===== src/rtl/own_pkg.sv =====
package own_pkg;

    // =====================================================================
    // register map
    // =====================================================================
    localparam logic [7:0]  OFS_CTRL          = 8'h00;
    localparam logic [7:0]  OFS_STATUS        = 8'h04;
    localparam logic [7:0]  OFS_LSWM          = 8'h08;
    localparam logic [31:0] CTRL_RESET        = 32'h0000_0000;
    localparam logic [31:0] CTRL_MASK         = 32'h000F_FFFF;
    localparam logic [31:0] LSWM_RESET        = 32'h0000_0000;

    // =====================================================================
    // control and local-store write field positions
    // =====================================================================
    localparam int BIT_ENABLE   = 0;
    localparam int POS_MODE     = 1;
    localparam int BIT_FORCE    = 3;
    localparam int BIT_SRC      = 4;
    localparam int POS_OWNER    = 5;
    localparam int POS_FCOUNT   = 9;
    localparam int BIT_SFC      = 17;
    localparam int BIT_DFC      = 18;
    localparam int BIT_OVR      = 19;
    localparam int BIT_LS_WRITE = 0;

    // =====================================================================
    // compare modes
    // =====================================================================
    localparam logic [1:0] MODE_ALWAYS = 2'h0;
    localparam logic [1:0] MODE_NEVER  = 2'h1;
    localparam logic [1:0] MODE_EQ     = 2'h2;
    localparam logic [1:0] MODE_NE     = 2'h3;

    localparam logic [1:0] HTRANS_NONSEQ = 2'h2;
    localparam logic [2:0] HSIZE_WORD    = 3'h2;

    // fragment with the stored per-pixel owner data fetched for it
    typedef struct packed {
        logic       valid;
        logic [3:0] pix_owner_id;
        logic [7:0] pix_frame_count;
        logic       stencil_pass;
        logic       depth_pass;
    } frag_t;

    // decisions that leave with the fragment
    typedef struct packed {
        logic valid;
        logic draw;
        logic ls_write;
        logic stencil_clear;
        logic depth_clear;
    } verdict_t;

endpackage : own_pkg


===== src/rtl/own_judge.sv =====
`timescale 1ns/1ps
module own_judge
    import own_pkg::*;
(
    input  wire logic [31:0] i_ctrl,
    input  wire logic        i_ls_write_en,
    input  wire frag_t       i_frag,
    output verdict_t         o_verdict
);
    logic       unit_en;
    logic [1:0] mode;
    logic       force_upd;
    logic [3:0] owner_id;
    logic [7:0] frame_tag_count;
    logic       own_pass;
    logic       fc_possible;

    always_comb
    begin
        unit_en         = i_ctrl[BIT_ENABLE];
        mode            = i_ctrl[POS_MODE +: 2];
        force_upd       = i_ctrl[BIT_FORCE];
        owner_id        = i_ctrl[POS_OWNER +: 4];
        frame_tag_count = i_ctrl[POS_FCOUNT +: 8];
        case (mode)
            MODE_ALWAYS: own_pass = 1'b1;
            MODE_NEVER:  own_pass = 1'b0;
            MODE_EQ:     own_pass = (owner_id == i_frag.pix_owner_id);
            MODE_NE:     own_pass = (owner_id != i_frag.pix_owner_id);
            default:     own_pass = 1'b1;
        endcase
        if (!unit_en)
        begin
            own_pass = 1'b1;
        end
        fc_possible = (frame_tag_count != i_frag.pix_frame_count);
        o_verdict.valid = i_frag.valid;
        o_verdict.draw  = i_frag.valid && own_pass;
        if (force_upd)
        begin
            o_verdict.ls_write = i_frag.valid && i_ls_write_en;
        end
        else
        begin
            o_verdict.ls_write = i_frag.valid && i_ls_write_en && own_pass
                                 && i_frag.stencil_pass && i_frag.depth_pass;
        end
        o_verdict.stencil_clear = i_frag.valid && fc_possible && i_ctrl[BIT_SFC];
        o_verdict.depth_clear   = i_frag.valid && fc_possible && i_ctrl[BIT_DFC];
    end
endmodule : own_judge


===== config.mk =====
export PLATFORM = sky130hd
export DESIGN_NAME = own_judge
export DESIGN_NICKNAME = d
export VERILOG_FILES = /design/src/rtl/own_pkg.sv /design/src/rtl/own_judge.sv
export SDC_FILE = /design/constraint.sdc
export NUM_CORES = 1
export LEC_CHECK = 0
export ABC_AREA = 1
export BUFFER_PORTS_ARGS = -buffer_cell sky130_fd_sc_hd__clkbuf_2
export CAP_MARGIN = 20
export CORE_AREA = 4 4 41 43
export DETAILED_ROUTE_END_ITERATION = 8
export DIE_AREA = 0 0 45 47
export GPL_TIMING_DRIVEN = 0
export MAX_ROUTING_LAYER = met4
export PLACE_DENSITY = 0.67
export SLEW_MARGIN = 40
export SYNTH_ARGS = -nofsm -noshare
export SYNTH_HDL_FRONTEND = slang
export SYNTH_SLANG_ARGS = --single-unit

===== constraint.sdc =====
create_clock -name vclk -period 0.95
set_input_delay 0.19 -clock vclk [all_inputs]
set_output_delay 0.19 -clock vclk [all_outputs]
set_load 0.01 [all_outputs]

# After elaboration in Yosys (flattened, before gate mapping)
# Index checks and enable logic that the tools add are counted.
dict set report op_classes {
  addsub 0
  mul 0
  div_mod_pow 0
  magnitude_cmp 0
  eq_ne 6
  shift 0
  n_mux 3
  bitwise_logic 0
  n_reduce_logical 9
}
# op n
set ops {}
lappend ops {{$logic_and A1 B1 Y1} 8}
lappend ops {{$ne A8 B8 Y1} 1}
lappend ops {{$eq A2 B2 Y1 const B} 2}
lappend ops {{$eq A4 B4 Y1} 1}
lappend ops {{$ne A4 B4 Y1} 1}
lappend ops {{$pmux W1 S4} 1}
lappend ops {{$eq A2 B1 Y1 const B} 1}
lappend ops {{$logic_not A2 Y1} 1}
lappend ops {{$mux W1} 2}
dict set report word_totals {
  ff_bits 0
  latchBits 0
  mem_bits_rw 0
  rom_bits 0
  input_bits 48
  wordCells 18
  n_memories 0
}

# Logic depth before layout (Yosys ltp)
dict set report depth {
  word_depth 7
  ltp_mapped 10
  depth_no_buf 10
}

# Worst setup path after synthesis
# No wires, ideal clock.
dict set report synth_timing {
  kind {input to output}
  start {in i_ctrl[6]}
  end {out o_verdict[3] in the netlist's numbering}
  arrival_time_ps 791
  path_slack_ps -31
  path_stages 8
  cell_sequence {inv_1 nand2_1 nand2_1 nor2_1 nand2_1 nand2_1 nand2_1 a21boi_1}
}
# element line_no
set synth_rtl {}
lappend synth_rtl {{from (decl)} own_judge.sv:5} ;# input wire logic [31:0] i_ctrl,
lappend synth_rtl {{to (decl)} own_judge.sv:8} ;# output verdict_t o_verdict

==> reports/qor.txt <==
Run status: finished, violations left
Failing checks: setup timing
Vias per cell: 3.87
Final Hold Viols: 0
Design area: 543 um2
Net Sw Power: 90.5 uW
Finish-stage setup viols: 4
Row cnt: 13
Initial antenna violation count: 0
CP arrival: 1.05 ns
Period Utilization, post-route: 1.30
PortBufs: 39
Io pins: 53
Core area: 1300 um2
Post-synthesis cell count: 59
GRT overflow: 0
Hpwl dp: 800 um
Routability cong.: 0.647
Sequential Power Share: 0
Slew Limit Fails: 0
NumNets Final: 149
Number of antenna diodes: 0
CP max stage cell: a21oi_2
Die W: 45 um
Yosys warns: 0
Global-route wire length before repair: 1.28 mm
Vias in the first global route: 370
Layout cell share with drive strength beyond 1: 0.495
Leakage: 0.373 nW
Largest net degree at the start of global routing: 6
Initial Util: 0.211
Max Cap Viol: 0
Combinational share of power: 1.000
FFs & Latches: 0
Required @ worst endpoint: 0.76 ns
Critical path type: in -> out
DRT iter0 DRCs: 3
Syn_nets: 107
Drt pass-1 iters: 3
DR WL/cell: 7.70 um
Placed Area: 492 um2
Area grow syn2layout: 98.2%
Sw frac: 0.432
Final worst setup slack: -0.289 ns
Routed Antenna Nets: 0
Hold-fix buffers, CTS: 0
Via Count: 441
CP max stage delay: 0.16 ns
Die Area: 2120 um2
Final wirelength: 878 um
Hold Slack: 0.644 ns
CP max FO: 2
FF/Latch Area: 0 um2
Startpoint types: primary input
Syn_area_per_cell: 4.64 um2
Cell variety after synth: 11
Slew headroom: 0.892
Die Y: 47 um
Cell Int Power: 119 uW
Setup WS pre-CTS: -0.293 ns
Power Dens Cells: 386 nW/um2
Crit path time final: 1.24 ns
Global router's overall resource usage: 0.0772
Worst VDD drop: 0.124 mV
CP cell instances: clkbuf_2, inv_1, nand2_1, nand2_1, nor2_1, nand2_1, a21oi_2, nand2_1, nand2_1, nand2_1, buf_2
Worst path most repeated cell: nand2_1
Remaining DRCs: 0
Seq/Total Area, Yosys: 0
Unrepaired setup endpoints after global routing: true
Clk_buf instances: 0
Critical path endpoint category: primary output
Max Freq: 807 MHz
Hold Path Class: in -> out
Post-Syn Area: 274 um2
Clock group share of total power: 0
Slew @ Worst Pin: 0.161 ns
==> cells by family after synthesis <==
| kind of cell | share of synthesized area |
|---|---|
| AND/OR/NAND/NOR | 0.479 |
| buffers and inverters | 0.219 |
| XOR/XNOR | 0.224 |
| AO/OA/AOI/OAI | 0.0776 |
==> cells in the final DEF, fill, tap and decap left out, drive strengths merged <==
| cell | count |
|---|---|
| xnor2 | 3 |
| nor3 | 2 |
| a21oi | 1 |
| inv | 14 |
| xor2 | 4 |
| a21boi | 1 |
| buf | 8 |
| nand3 | 1 |
| nor2 | 6 |
| o21ai | 1 |
| nand2 | 25 |
| clkbuf | 33 |
==> through the flow <==
stage	total power, mW	setup TNS [ns]	instances	util
floorplan	0.0868	-0.0260	59	-
global placement	0.182	-0.918	113	0.378
detailed placement	0.186	-0.943	113	0.378
CTS	0.187	-0.937	113	0.378
global route	0.236	-1.34	114	0.417
finish	0.210	-0.898	114	0.417
==> routing by layer <==
metal / part of all wire / GRT usage / vias to the layer above
li1: - / - / 248
met1: 0.36 / 0.0966 / 166
met2: 0.49 / 0.138 / 27
met3: 0.14 / 0.0115 / 0
met4: 0 / 0 / 0
met5: 0 / - / -
==> power groups by stage <==
stage          registers [mW]  clock network (mW)  logic [mW]
5_1_grt                     0                   0       0.236
3_5_place_dp                0                   0       0.186
3_3_place_gp                0                   0       0.182
4_1_cts                     0                   0       0.187
2_1_floorplan               0                   0      0.0868
6_report                    0                   0       0.210
==> cell usage after synthesis <==
master / n / area [um2]
a21boi_1: 1 / 7.51
inv_1: 14 / 52.6
xnor2_1: 3 / 26.3
a21oi_2: 1 / 8.76
nand2_1: 25 / 93.8
buf_4: 1 / 7.51
o21ai_0: 1 / 5.00
nand3_1: 1 / 5.00
xor2_1: 4 / 35.0
nor3_1: 2 / 10.0
nor2_1: 6 / 22.5
==> path summary, 6_finish.rpt <==
kind	from	endpoint	slack [ns]	cells after the start
max	i_frag[10]	o_verdict[2]	-0.29	11
min	i_ctrl[18]	o_verdict[0]	0.64	4
==> worst max-delay path: cells and delay by family <==
| kind | cells | cell delay, ns |
|---|---|---|
| buffers and inverters | 3 | 0.25 |
| AO/OA/AOI/OAI | 1 | 0.16 |
| AND/OR/NAND/NOR | 7 | 0.44 |
==> final cells by class <==
type               count  area [um2]
inverters             14        52.6
fillers              164         758
multi-input cells     44         233
plain buffers          1        7.51
well taps             15        18.8
repair buffers        40         231
==> timing repair <==
item                       CTS  global route
pin swaps                    0            12
resized for setup            1            13
setup buffers                0             1
setup endpoints to repair    4             4
cloned                       0             0
(Power assumes the default switching activity.)
